File: src/pkg/osc_cfg.svh
// Constants for the oscillator switch and RC self-tune host controller.
// Assumes a 125 MHz hclk and a 16-bit device register port.
`ifndef OSC_CFG_SVH
`define OSC_CFG_SVH
// Host register byte offsets on the AHB-Lite side
`define OSC_OFS_CTRL 8'h00
`define OSC_OFS_TUNE 8'h04
`define OSC_OFS_STAT 8'h08
`define OSC_OFS_DEVOSC 8'h0c
`define OSC_OFS_DEVTUN 8'h10
// Device register select on the device port
`define OSC_DEV_OSCCTL 1'b0
`define OSC_DEV_TUNE 1'b1
// Byte lane enables on the device port
`define OSC_BE_HI 2'b10
`define OSC_BE_LO 2'b01
`define OSC_BE_ALL 2'b11
// Unlock keys
`define OSC_KEY_HI1 8'h78
`define OSC_KEY_HI2 8'h9a
`define OSC_KEY_LO1 8'h46
`define OSC_KEY_LO2 8'h57
// Fields of the device oscillator control register
`define OSC_NSRC_LSB 8
`define OSC_SWREQ_BIT 0
`define OSC_LOCK_BIT 5
// Fields of the device self-tune register
`define OSC_TEN_BIT 15
`define OSC_REF_BIT 12
`define OSC_LOCKST_BIT 11
`define OSC_LPOL_BIT 10
`define OSC_RANGE_BIT 9
`define OSC_RPOL_BIT 8
`define OSC_TRIM_MSB 5
// Fields of the host control and status registers
`define OSC_CTRL_GO_BIT 8
`define OSC_ST_BUSY 0
`define OSC_ST_DONE 1
`define OSC_ST_FAIL 2
`define OSC_ST_FLOCK 3
`define OSC_ST_TLOCK 4
`define OSC_ST_TRANGE 5
`define OSC_ST_TIRQ 6
`define OSC_ST_NOREF 7
// Reset values
`define OSC_RST_TUNE 16'h0000
`define OSC_RST_NSRC 3'h0
// Timing
`define OSC_CLK_NS 8
`define OSC_SETTLE_NS 100000
`define OSC_POLL_NS 8000
`define OSC_POLL_CYCLES (`OSC_POLL_NS / `OSC_CLK_NS)
`endif

File: src/pkg/osc_pkg.sv
// Types shared by the oscillator host controller and its device port engine.
// Assumes the constants of osc_cfg.svh for field positions.
`default_nettype none
package osc_pkg;
  // One access on the device register port
  typedef struct packed {
    logic we;
    logic addr;
    logic [1:0] be;
    logic [15:0] wdata;
  } osc_dreq_s;
  // Sequencer states, one-hot
  typedef enum logic [11:0] {
    OSC_IDLE = 12'h001,
    OSC_RDOSC = 12'h002,
    OSC_H1 = 12'h004,
    OSC_H2 = 12'h008,
    OSC_NSRC = 12'h010,
    OSC_L1 = 12'h020,
    OSC_L2 = 12'h040,
    OSC_SWEN = 12'h080,
    OSC_SETTLE = 12'h100,
    OSC_CHECK = 12'h200,
    OSC_WTUN = 12'h400,
    OSC_RTUN = 12'h800
  } osc_state_e;
endpackage
`default_nettype wire

File: src/osc_devport.sv
// Four-phase request/acknowledge engine for the device register port.
// Assumes ack and read data come from outside the hclk domain.
`timescale 1ns/10ps
`default_nettype none
module osc_devport (
  input wire logic hclk,
  input wire logic hresetn,
  input wire logic start,
  input wire osc_pkg::osc_dreq_s job,
  output logic done,
  output logic [15:0] rdata,
  output logic dev_req,
  output osc_pkg::osc_dreq_s dev_cmd,
  input wire logic dev_ack,
  input wire logic [15:0] dev_rdata
);
  import osc_pkg::*;
  // Synchroniser stages; the first stages feed only the second
  logic ack_s1;
  logic ack_s2;
  logic [15:0] rd_s1;
  logic [15:0] rd_s2;
  // Waiting for ack to fall after dropping req
  logic wait_low;

  // Two-flop synchronisers
  always_ff @(posedge hclk or negedge hresetn) begin
    if (!hresetn) begin
      ack_s1 <= 1'b0;
      ack_s2 <= 1'b0;
      rd_s1 <= 16'h0000;
      rd_s2 <= 16'h0000;
    end else begin
      ack_s1 <= dev_ack;
      ack_s2 <= ack_s1;
      rd_s1 <= dev_rdata;
      rd_s2 <= rd_s1;
    end
  end

  // Handshake: req up, ack seen, req down, ack gone, done
  always_ff @(posedge hclk or negedge hresetn) begin
    if (!hresetn) begin
      dev_req <= 1'b0;
      dev_cmd <= '0;
      wait_low <= 1'b0;
      done <= 1'b0;
      rdata <= 16'h0000;
    end else begin
      done <= 1'b0;
      if (start && !dev_req && !wait_low) begin
        // Command held stable for the whole handshake
        dev_cmd <= job;
        dev_req <= 1'b1;
      end else if (dev_req && ack_s2) begin
        // Read data is stable while ack stands
        rdata <= rd_s2;
        dev_req <= 1'b0;
        wait_low <= 1'b1;
      end else if (wait_low && !ack_s2) begin
        wait_low <= 1'b0;
        done <= 1'b1;
      end
    end
  end
endmodule
`default_nettype wire

File: src/osc_host.sv
// Host controller for the oscillator switch and RC self-tune registers.
// Software orders it over AHB-Lite; it drives the device register port.
// What this block does
// - Unlock high byte with 78h then 9Ah
// - Write new source right after high unlock
// - Unlock low byte with 46h then 57h
// - Set switch request right after low unlock
// - No other access inside unlock sequence
// - Wait settle delay before checking result
// - Software reads both status bits
// - Crystal reference needs crystal oscillator enabled
// - USB reference needs active device link; the block does not enforce this and only flags a missing link in status bit 7
// - Ignore polarity bits while tuning disabled
`timescale 1ns/10ps
`default_nettype none
`include "osc_cfg.svh"
module osc_host #(
  parameter int SETTLE_CYCLES = (`OSC_SETTLE_NS + `OSC_CLK_NS - 1) / `OSC_CLK_NS
) (
  input wire logic hclk,
  input wire logic hresetn,
  input wire logic hsel,
  input wire logic [31:0] haddr,
  input wire logic [1:0] htrans,
  input wire logic hwrite,
  input wire logic [2:0] hsize,
  input wire logic [31:0] hwdata,
  input wire logic hready,
  output logic hreadyout,
  output logic hresp,
  output logic [31:0] hrdata,
  output logic dev_req,
  output osc_pkg::osc_dreq_s dev_cmd,
  input wire logic dev_ack,
  input wire logic [15:0] dev_rdata,
  input wire logic dev_tune_irq,
  input wire logic usb_link_ok,
  output logic secondary_crystal_osc_enable
);
  import osc_pkg::*;

  // Offset match, used by read and write decode
  function automatic logic hit(input logic [7:0] a, input logic [7:0] ofs);
    hit = (a == ofs);
  endfunction

  // AHB data-phase bookkeeping
  logic a_wr;
  logic [7:0] a_ofs;
  // Software-held settings
  logic [2:0] nsrc;
  logic [15:0] tune_cfg;
  // Pending orders
  logic switch_pend;
  logic tune_pend;
  // Sticky results
  logic sw_done;
  logic sw_fail;
  logic fail_lock;
  // Last words read back from the device
  logic [15:0] osc_rd;
  logic [15:0] tun_rd;
  // Sequencer
  osc_state_e state;
  osc_state_e next_state;
  logic issued;
  logic [23:0] settle_cnt;
  logic [15:0] poll_cnt;
  // Pin synchronisers; stage one feeds stage two only
  logic irq_s1;
  logic irq_s2;
  logic usb_s1;
  logic usb_s2;
  // Device port engine hookup
  logic dp_start;
  logic dp_done;
  logic [15:0] dp_rdata;
  osc_dreq_s job;

  // Bus answers: zero wait, always OKAY
  assign hreadyout = 1'b1;
  assign hresp = 1'b0;

  // Address-phase qualifiers
  wire addr_phase = hsel && hready && htrans[1];
  wire rd_phase = addr_phase && !hwrite;
  wire wr_ctrl = a_wr && hit(a_ofs, `OSC_OFS_CTRL);
  wire wr_tune = a_wr && hit(a_ofs, `OSC_OFS_TUNE);
  wire wr_stat = a_wr && hit(a_ofs, `OSC_OFS_STAT);
  wire go_req = wr_ctrl && hwdata[`OSC_CTRL_GO_BIT];

  // Derived tune settings
  wire t_en = tune_cfg[`OSC_TEN_BIT];
  wire t_ref_usb = tune_cfg[`OSC_REF_BIT];
  wire poll_due = (poll_cnt == 16'h0000);
  wire is_access = !(state == OSC_IDLE) && !(state == OSC_SETTLE);
  wire busy = !(state == OSC_IDLE) || switch_pend || tune_pend;

  // Status as software sees it
  logic [15:0] status;
  always_comb begin
    status = 16'h0000;
    status[`OSC_ST_BUSY] = busy;
    status[`OSC_ST_DONE] = sw_done;
    status[`OSC_ST_FAIL] = sw_fail;
    status[`OSC_ST_FLOCK] = fail_lock;
    status[`OSC_ST_TLOCK] = t_en && tun_rd[`OSC_LOCKST_BIT];
    status[`OSC_ST_TRANGE] = t_en && tun_rd[`OSC_RANGE_BIT];
    status[`OSC_ST_TIRQ] = t_en && irq_s2;
    status[`OSC_ST_NOREF] = t_en && t_ref_usb && !usb_s2;
  end

  // Read mux for the address phase
  logic [31:0] rd_word;
  always_comb begin
    rd_word = 32'h0000_0000;
    if (hit(haddr[7:0], `OSC_OFS_CTRL)) begin
      rd_word[2:0] = nsrc;
    end else if (hit(haddr[7:0], `OSC_OFS_TUNE)) begin
      rd_word[15:0] = tune_cfg;
    end else if (hit(haddr[7:0], `OSC_OFS_STAT)) begin
      rd_word[15:0] = status;
    end else if (hit(haddr[7:0], `OSC_OFS_DEVOSC)) begin
      rd_word[15:0] = osc_rd;
    end else if (hit(haddr[7:0], `OSC_OFS_DEVTUN)) begin
      rd_word[15:0] = tun_rd;
    end
  end

  // Capture address phase and read data
  always_ff @(posedge hclk or negedge hresetn) begin
    if (!hresetn) begin
      a_wr <= 1'b0;
      a_ofs <= 8'h00;
      hrdata <= 32'h0000_0000;
    end else begin
      a_wr <= addr_phase && hwrite;
      a_ofs <= haddr[7:0];
      if (rd_phase) begin
        hrdata <= rd_word;
      end
    end
  end

  // Software settings written in the data phase
  always_ff @(posedge hclk or negedge hresetn) begin
    if (!hresetn) begin
      nsrc <= `OSC_RST_NSRC;
      tune_cfg <= `OSC_RST_TUNE;
    end else begin
      if (wr_ctrl) begin
        nsrc <= hwdata[2:0];
      end
      if (wr_tune) begin
        tune_cfg <= hwdata[15:0];
      end
    end
  end

  // Pending orders; a new order wins over the take
  always_ff @(posedge hclk or negedge hresetn) begin
    if (!hresetn) begin
      switch_pend <= 1'b0;
      tune_pend <= 1'b0;
    end else begin
      if (go_req) begin
        switch_pend <= 1'b1;
      end else if (state == OSC_IDLE && next_state == OSC_RDOSC) begin
        switch_pend <= 1'b0;
      end
      if (wr_tune) begin
        tune_pend <= 1'b1;
      end else if (state == OSC_IDLE && next_state == OSC_WTUN) begin
        tune_pend <= 1'b0;
      end
    end
  end

  // Sticky results: a hardware set beats a software clear
  wire chk_end = (state == OSC_CHECK) && dp_done;
  wire chk_ok = !dp_rdata[`OSC_SWREQ_BIT];
  always_ff @(posedge hclk or negedge hresetn) begin
    if (!hresetn) begin
      sw_done <= 1'b0;
      sw_fail <= 1'b0;
      fail_lock <= 1'b0;
    end else begin
      if (chk_end && chk_ok) begin
        sw_done <= 1'b1;
      end else if (wr_stat && hwdata[`OSC_ST_DONE]) begin
        sw_done <= 1'b0;
      end
      if (chk_end && !chk_ok) begin
        sw_fail <= 1'b1;
        // Lock bit tells why the switch stalled
        fail_lock <= dp_rdata[`OSC_LOCK_BIT];
      end else begin
        if (wr_stat && hwdata[`OSC_ST_FAIL]) begin
          sw_fail <= 1'b0;
        end
        if (wr_stat && hwdata[`OSC_ST_FLOCK]) begin
          fail_lock <= 1'b0;
        end
      end
    end
  end

  // Pin synchronisers for the device flag and USB link state
  always_ff @(posedge hclk or negedge hresetn) begin
    if (!hresetn) begin
      irq_s1 <= 1'b0;
      irq_s2 <= 1'b0;
      usb_s1 <= 1'b0;
      usb_s2 <= 1'b0;
    end else begin
      irq_s1 <= dev_tune_irq;
      irq_s2 <= irq_s1;
      usb_s1 <= usb_link_ok;
      usb_s2 <= usb_s1;
    end
  end

  // crystal reference needs its oscillator running
  always_ff @(posedge hclk or negedge hresetn) begin
    if (!hresetn) begin
      secondary_crystal_osc_enable <= 1'b0;
    end else begin
      secondary_crystal_osc_enable <= t_en && !t_ref_usb;
    end
  end

  // Job for the current access state
  always_comb begin
    job = '0;
    job.addr = `OSC_DEV_OSCCTL;
    job.be = `OSC_BE_ALL;
    case (state)
      OSC_H1: begin
        job.we = 1'b1;
        job.be = `OSC_BE_HI;
        job.wdata = {`OSC_KEY_HI1, 8'h00};
      end
      OSC_H2: begin
        job.we = 1'b1;
        job.be = `OSC_BE_HI;
        job.wdata = {`OSC_KEY_HI2, 8'h00};
      end
      OSC_NSRC: begin
        job.we = 1'b1;
        job.be = `OSC_BE_HI;
        job.wdata = osc_rd;
        job.wdata[`OSC_NSRC_LSB +: 3] = nsrc;
      end
      OSC_L1: begin
        job.we = 1'b1;
        job.be = `OSC_BE_LO;
        job.wdata = {8'h00, `OSC_KEY_LO1};
      end
      OSC_L2: begin
        job.we = 1'b1;
        job.be = `OSC_BE_LO;
        job.wdata = {8'h00, `OSC_KEY_LO2};
      end
      OSC_SWEN: begin
        job.we = 1'b1;
        job.be = `OSC_BE_LO;
        job.wdata = osc_rd;
        job.wdata[`OSC_SWREQ_BIT] = 1'b1;
      end
      // enable, reference and polarities sent whole
      OSC_WTUN: begin
        job.we = 1'b1;
        job.addr = `OSC_DEV_TUNE;
        job.wdata = tune_cfg;
        // trim left as the device holds it while tuning
        if (t_en) begin
          job.wdata[`OSC_TRIM_MSB:0] = tun_rd[`OSC_TRIM_MSB:0];
        end
      end
      OSC_RTUN: begin
        job.addr = `OSC_DEV_TUNE;
      end
      default: begin
        job.we = 1'b0;
      end
    endcase
  end

  // One start per access state
  assign dp_start = is_access && !issued;

  // Next state; orders are only taken in idle
  always_comb begin
    next_state = state;
    case (state)
      OSC_IDLE: begin
        if (switch_pend) begin
          next_state = OSC_RDOSC;
        end else if (tune_pend) begin
          next_state = OSC_WTUN;
        end else if (poll_due) begin
          next_state = OSC_RTUN;
        end
      end
      OSC_RDOSC: if (dp_done) next_state = OSC_H1;
      OSC_H1: if (dp_done) next_state = OSC_H2;
      OSC_H2: if (dp_done) next_state = OSC_NSRC;
      OSC_NSRC: if (dp_done) next_state = OSC_L1;
      OSC_L1: if (dp_done) next_state = OSC_L2;
      OSC_L2: if (dp_done) next_state = OSC_SWEN;
      OSC_SWEN: if (dp_done) next_state = OSC_SETTLE;
      OSC_SETTLE: if (settle_cnt == 24'h000000) next_state = OSC_CHECK;
      OSC_CHECK: if (dp_done) next_state = OSC_IDLE;
      OSC_WTUN: if (dp_done) next_state = OSC_RTUN;
      OSC_RTUN: if (dp_done) next_state = OSC_IDLE;
      default: next_state = OSC_IDLE;
    endcase
  end

  // State, start flag and settle counter
  always_ff @(posedge hclk or negedge hresetn) begin
    if (!hresetn) begin
      state <= OSC_IDLE;
      issued <= 1'b0;
      settle_cnt <= 24'h000000;
    end else begin
      state <= next_state;
      if (dp_done) begin
        issued <= 1'b0;
      end else if (dp_start) begin
        issued <= 1'b1;
      end
      if (state == OSC_SWEN && dp_done) begin
        settle_cnt <= 24'(SETTLE_CYCLES - 1);
      end else if (settle_cnt != 24'h000000) begin
        settle_cnt <= settle_cnt - 24'h000001;
      end
    end
  end

  // Poll timer and readback capture
  always_ff @(posedge hclk or negedge hresetn) begin
    if (!hresetn) begin
      poll_cnt <= 16'h0000;
      osc_rd <= 16'h0000;
      tun_rd <= 16'h0000;
    end else begin
      if (state == OSC_RTUN && dp_done) begin
        poll_cnt <= 16'(`OSC_POLL_CYCLES - 1);
      end else if (!poll_due) begin
        poll_cnt <= poll_cnt - 16'h0001;
      end
      if ((state == OSC_RDOSC || state == OSC_CHECK) && dp_done) begin
        osc_rd <= dp_rdata;
      end
      if (state == OSC_RTUN && dp_done) begin
        tun_rd <= dp_rdata;
      end
    end
  end

  // Device port engine
  osc_devport u_port (
    .hclk(hclk),
    .hresetn(hresetn),
    .start(dp_start),
    .job(job),
    .done(dp_done),
    .rdata(dp_rdata),
    .dev_req(dev_req),
    .dev_cmd(dev_cmd),
    .dev_ack(dev_ack),
    .dev_rdata(dev_rdata)
  );
endmodule
`default_nettype wire

File: config.mk
export PLATFORM = sky130hd
export DESIGN_NAME = osc_host
export DESIGN_NICKNAME = d
export VERILOG_FILES = /design/src/pkg/osc_pkg.sv /design/src/osc_devport.sv /design/src/osc_host.sv
export VERILOG_INCLUDE_DIRS = /design/src /design/src/pkg
export SDC_FILE = /design/constraint.sdc
export NUM_CORES = 1
export LEC_CHECK = 0
export ABC_AREA = 1
export BUFFER_PORTS_ARGS = -buffer_cell sky130_fd_sc_hd__buf_2
export CAP_MARGIN = 25
export CORE_MARGIN = 2
export CORE_UTILIZATION = 55
export DETAILED_ROUTE_END_ITERATION = 8
export GPL_TIMING_DRIVEN = 0
export PLACE_DENSITY_LB_ADDON = 0.25
export SETUP_SLACK_MARGIN = 0.5
export SLEW_MARGIN = 20
export SYNTH_ARGS = -nofsm -noshare
export SYNTH_HDL_FRONTEND = slang
export SYNTH_SLANG_ARGS = --single-unit
File: constraint.sdc
create_clock -name hclk -period 2.3 [get_ports hclk]
set_input_delay 0.345 -clock hclk [delete_from_list [all_inputs] [get_ports hclk]]
set_output_delay 0.345 -clock hclk [all_outputs]
set_load 0.1 [all_outputs]
Word-level counts from Yosys, hierarchy flattened
Index checks and enable logic that the tools add are counted.
{ "op_classes": {"n_reduce_logical": 65, "addsub": 2, "eq_ne": 21, "n_bitwise": 1, "n_mux": 48} }
{ "op_table": {"columns": ["op", "count"], "rows": [
  ["12-bit 2-to-1 mux", 13],
  ["12-bit case mux with 11 select lines", 1],
  ["16-bit case mux with 7 select lines", 1],
  ["16-bit 2-to-1 mux", 6],
  ["24-bit 2-to-1 mux", 2],
  ["1-bit logical AND", 31],
  ["12-bit by 11-bit equality test with 1-bit output (second input constant)", 2],
  ["12-bit by 2-bit equality test with 1-bit output (second input constant)", 2],
  ["8-bit by 4-bit equality test with 1-bit output (second input constant)", 3],
  ["24-bit logical NOT", 1],
  ["24-bit nonzero test", 1],
  ["24-bit by 1-bit subtractor with 24-bit output (second input constant)", 1],
  ["1-bit 2-to-1 mux", 21],
  ["2-bit nonzero test", 9],
  ["8-bit by 3-bit equality test with 1-bit output (second input constant)", 2],
  ["16-bit logical NOT", 1],
  ["8-bit logical NOT", 2],
  ["16-bit by 1-bit subtractor with 16-bit output (second input constant)", 1],
  ["13-bit 2-to-1 mux", 1],
  ["12-bit by 1-bit equality test with 1-bit output (second input constant)", 1],
  ["12-bit by 10-bit equality test with 1-bit output (second input constant)", 1],
  ["12-bit equality test (second input constant)", 1],
  ["12-bit by 3-bit equality test with 1-bit output (second input constant)", 1],
  ["12-bit by 4-bit equality test with 1-bit output (second input constant)", 1],
  ["other kinds (17)", 31]
]} }
{ "totals": {"input_bits": 93, "reg_bits": 212} }

Longest topological paths before layout
{ "logic_depth": {"depth_word": 9, "mapped_depth": 11, "depth_no_buf": 11} }

Cells and area by module
From an unflattened synthesis, not the netlist that was laid out.
{ "hier_totals": {"cells_unflattened": 1215, "area_unflattened_um2": 10068.4} }
{ "modules_own_cells": {"columns": ["mod", "area_each_um2", "instances", "cells_per_inst"], "rows": [
  ["osc_host", 7656.1, 1, 1014],
  ["osc_devport", 2412.3, 1, 201]
]} }

Worst setup path after synthesis
Ideal clock, no wire load.
{ "synth_timing": {"kind": "register -> register", "startpoint": "reg u_port.dev_req", "endpoint": "reg u_port.rdata[10]", "setup_time_ns": 0.132, "path_slack_ns": 0.470, "period_less_slack_ns": 1.830, "arrival_ns": 1.698, "stages_incl_launch_ff": 5, "required_ns": 2.168, "cell_sequence": "dfrtp_1 -> nand2_1 -> clkbuf_1 -> nor2_1 -> a21oi_1"} }
{ "synth_via": {"elab_chain_len": 5} }
{ "synth_rtl": {"columns": ["element", "line", "source"], "rows": [
  ["from (decl)", "osc_devport.sv:12", "output logic dev_req,"],
  ["from (signal assigned)", "osc_devport.sv:44", "dev_req <= 1'b0;"],
  ["from (signal assigned)", "osc_devport.sv:54", "dev_req <= 1'b1;"],
  ["from (signal assigned)", "osc_devport.sv:58", "dev_req <= 1'b0;"],
  ["1-bit logical NOT", "osc_devport.sv:51", "if (start && !dev_req && !wait_low) begin"],
  ["1-bit logical AND (2 in series)", "osc_devport.sv:51", null],
  ["1-bit NOT (no line)", null, null],
  ["2-bit AND reduction (no line) (*)", null, null],
  ["to (signal assigned)", "osc_devport.sv:57", "rdata <= rd_s2;"],
  ["to (decl)", "osc_devport.sv:11", "output logic [15:0] rdata,"]
]} }
Mark *: on every way between the ends. The rest lies on a longest branch, timed or not.
A chain may end at the register's enable or synchronous reset.

Worst setup path in the final report
{ "layout_timing": {"startpoint": "reg state[4]", "endpoint": "reg settle_cnt[4]"} }
{ "layout_via": {"elab_chain_len": 3} }
{ "layout_rtl": {"columns": ["element", "line", "source"], "rows": [
  ["from (decl)", "osc_host.sv:64", "osc_state_e state;"],
  ["from (signal assigned)", "osc_host.sv:327", "state <= next_state;"],
  ["12-bit by 8-bit equality test with 1-bit output (*)", "osc_host.sv:333", "if (state == OSC_SWEN && dp_done) begin"],
  ["1-bit logical AND (*)", "osc_host.sv:333", null],
  ["24-bit 2-to-1 mux / 2-bit nonzero test (equally long branches)", null, null],
  ["to (signal assigned)", "osc_host.sv:334", "settle_cnt <= 24'(SETTLE_CYCLES - 1);"],
  ["to (signal assigned)", "osc_host.sv:336", "settle_cnt <= settle_cnt - 24'h000001;"],
  ["to (decl)", "osc_host.sv:67", "logic [23:0] settle_cnt;"]
]} }
Marked as above.

==> flow_metrics.py <==
metrics = {
    "setup_path": {
        "worst-path-stages": 9,
        "cpMaxStageDelayCell": "dfrtp_1",
        "crit_chain": "nor2_4, nand3_1, nor2_2, nand2_2, nor2_4, buf_4, nor2_4, buf_6, a31oi_2",
        "cpMostUsedCell": "nor2_4",
        "cp.required_ns": 2.74,
        "r2r_cells": 9,
        "worstPathArrival_ns": 2.20,
        "r2r_end": "settle_cnt[4]",
        "regToRegSetupSlack_ns": 0.54,
        "critPathLaunch": "state[4]",
        "worstSetupEndpointType": "flip-flop",
        "path_delay_family": "simple AND/OR/NAND/NOR gates",
        "r2r-start": "state[4]",
        "cp_slowest_stage_delay_ns": 0.45,
        "crit_end": "settle_cnt[4]",
        "cp_num_buf_inv": 2,
        "critPathKind": "flip-flop to flip-flop",
        "start_kind": "flip-flop",
        "path_max_fanout": 10,
    },
    "cts": {
        "htreeDepth": 1,
        "cts_buffer_depth": 3,
        "clkSinkCount": 212,
        "path_clk_slew_ns": 0.06,
        "clock-root-buffer": "clkbuf_16",
        "numCtsBuffers": 22,
        "clk_latency_ns": 0.52,
        "cts_tree": "yes",
    },
    "yosys": {
        "yosysSeqAreaShare_pct": 53.6,
        "synth_async_sr_flop_share_pct": 100,
        "syn_area_per_cell_um2": 8.26,
        "synthCells": 1198,
        "synth.distinct_cells": 42,
        "synth_edf_count": 0,
        "ys_warn_count": 0,
        "ys_ff_latch": 212,
        "netlist_area_um2": 9900,
        "synthFlopType": "dfrtp_1",
    },
    "power_and_ir_drop": {
        "p_leak_nw": 6.65,
        "finalPower_mw": 10.6,
        "peakVddDrop_mv": 0.671,
        "power_density_nw_per_um2": 873,
    },
    "placed_design": {
        "dpl.hpwl_um": 17800,
        "place_ws_ns": 0.253,
        "io_buffers": 86,
        "place.gp.congestion": 0.939,
    },
    "drt": {
        "drtAntennaViolNets": 0,
        "drc": 0,
        "drt-initial-drc-count": 757,
        "drt_pre_antenna_iters": 7,
        "wire_per_inst_um": 15.4,
        "wl_um": 25000,
        "routed_via_density": 5.24,
        "vias": 8498,
    },
    "die": {
        "die_w_um": 138,
        "pin_count": 149,
        "start_util_pct": 55.7,
        "core_um2": 17800,
        "fp-row-count": 49,
        "die-area_um2": 19100,
        "die_h_um": 138,
    },
    "timing": {
        "period_minus_slack_ns": 1.76,
        "tightest_slew_ns": 0.509,
        "clock.fmax_ghz": 0.568,
        "final_hold_viol_count": 0,
        "min_period_over_period_pct": 76.5,
        "rsz0062_at_grt": "true",
        "worst_slack_ns": 0.541,
        "setup_viol_count_final": 0,
        "fin_hold_ws_ns": 0.0480,
        "maxSlewViolCount": 0,
        "skew_ns": 0.0117,
        "relSlewSlack_pct": 66.0,
    },
    "worst_hold_path": {
        "hold_class": "input pin to flip-flop",
        "hold_path.startpoint": "hwrite",
    },
    "run_status": {
        "status": "finished, final reports clean",
    },
    "global_route": {
        "grt_overflow_total": 0,
        "grt_first_pass_wirelength_um": 40300,
        "track_usage_pct": 25.9,
        "grt_pass1_vias": 8002,
        "grt_max_degree": 76,
        "antenna_found_initial": 0,
    },
    "finish": {
        "drive_above_1_share_pct": 20.1,
        "seq_area_um2": 5310,
        "multiInputGateArea_um2": 4020,
        "area_growth_pct": 22.9,
        "final_common_cell": "nand2_1",
        "final_cell_mix": "nand2_1 (350), dfrtp_1 (210), nor2_1 (120)",
        "final_nets": 1472,
        "fin_util_pct": 68.4,
        "fillCellCount": 1444,
        "antenna_cells": 0,
    },
    "job": {
        "drv_cap": 0,
    },
}
-- logic make-up after synthesis --
logic type,Yosys count,share of synthesized area [%]
multiplexers,5,0.569
other,2,0.0759
buffers and inverters,177,7.98
XOR/XNOR,21,1.86
flip-flops,212,53.6
adder cells (fa/ha/maj),2,0.253
AND/OR/NAND/NOR,644,28.0
AO/OA/AOI/OAI,135,7.65
-- repair_timing --
| item | CTS | global route |
|---|---|---|
| endpoints found under the hold margin | 90 | 0 |
| buffers inserted | 3 | 19 |
| gates resized for setup | 15 | 51 |
| hold buffers | 28 | 0 |
| gates cloned | 0 | 1 |
| setup endpoints to repair | 43 | 119 |
| pin swaps | 3 | 15 |
-- stage by stage --
step	setup TNS [ns]	instance area, um2	cells
global route	0	12200	1622
floorplan	0	9960	1214
CTS	0	11900	1602
detailed placement	0	10700	1531
finish	0	12200	1622
global placement	-550.58	10700	1529
-- worst min-delay path: cells and delay by family --
family,cells,cell delay [ns]
AND/OR/NAND/NOR,1,0.04
buffers and inverters,2,0.14
-- routing by layer --
metal / vias up / GRT usage [%] / routed length, um
met2: 319 / 40.6 / 11400
met3: 88 / 3.78 / 1680
met1: 3959 / 36.6 / 10700
li1: 4132 / - / -
met5: - / 0 / 0
met4: 0 / 10.6 / 1200
-- flip-flops by register name, summed over array words and instances (netlist names), 16 cells and up --
register and cells:
poll_cnt 16, u_port.rd_s2 16, settle_cnt 24, tune_cfg 16, tun_rd 16, u_port.dev_cmd 20, u_port.rdata 16, osc_rd 16
hrdata 16, u_port.rd_s1 16
-- layout make-up --
cell class,count,share of cell area [%]
sequential,212,43.6
multi-input combinational,825,33.0
timing repair buffer,139,7.81
clock buffer,25,4.87
inverter,129,4.00
buffer,48,2.65
tap,229,2.36
clock inverter,15,1.64
-- cells in the mapped netlist, drive strengths merged, types with 5 or more instances --
master | count | area share, %
nand4 | 10 | 0.63
o211ai | 8 | 0.61
xor2 | 14 | 1.2
a21oi | 20 | 1.0
dfrtp | 211 | 53
o21ai | 92 | 4.9
or2 | 8 | 0.51
buf | 34 | 2.6
nand2 | 364 | 14
mux2 | 5 | 0.57
xnor2 | 7 | 0.62
inv | 127 | 4.8
nor3 | 26 | 1.6
nor2 | 141 | 6.1
clkbuf | 14 | 0.53
nand3 | 90 | 4.8
-- how the worst min path moves through the flow --
stage	endpoint	slack, ns	cells past startpoint
2_1_floorplan	a_ofs[0]	0.05	0
3_3_place_gp	u_port.rd_s2[9]	0.33	0
3_5_place_dp	a_wr	0.33	1
4_1_cts	a_wr	0.04	3
5_1_grt	a_wr	0.06	3
6_report	a_wr	0.05	3
-- where the power goes --
| part | leakage, nW | internal, mW | total, mW | switching [mW] |
|---|---|---|---|---|
| Clock | 0.388 | 2.31 | 3.82 | 1.51 |
| Combinational | 3.62 | 0.739 | 2.25 | 1.51 |
| Sequential | 2.64 | 4.19 | 4.55 | 0.361 |
| Total | 6.65 | 7.24 | 10.6 | 3.38 |
No activity file was read; power rests on OpenSTA's default activity.
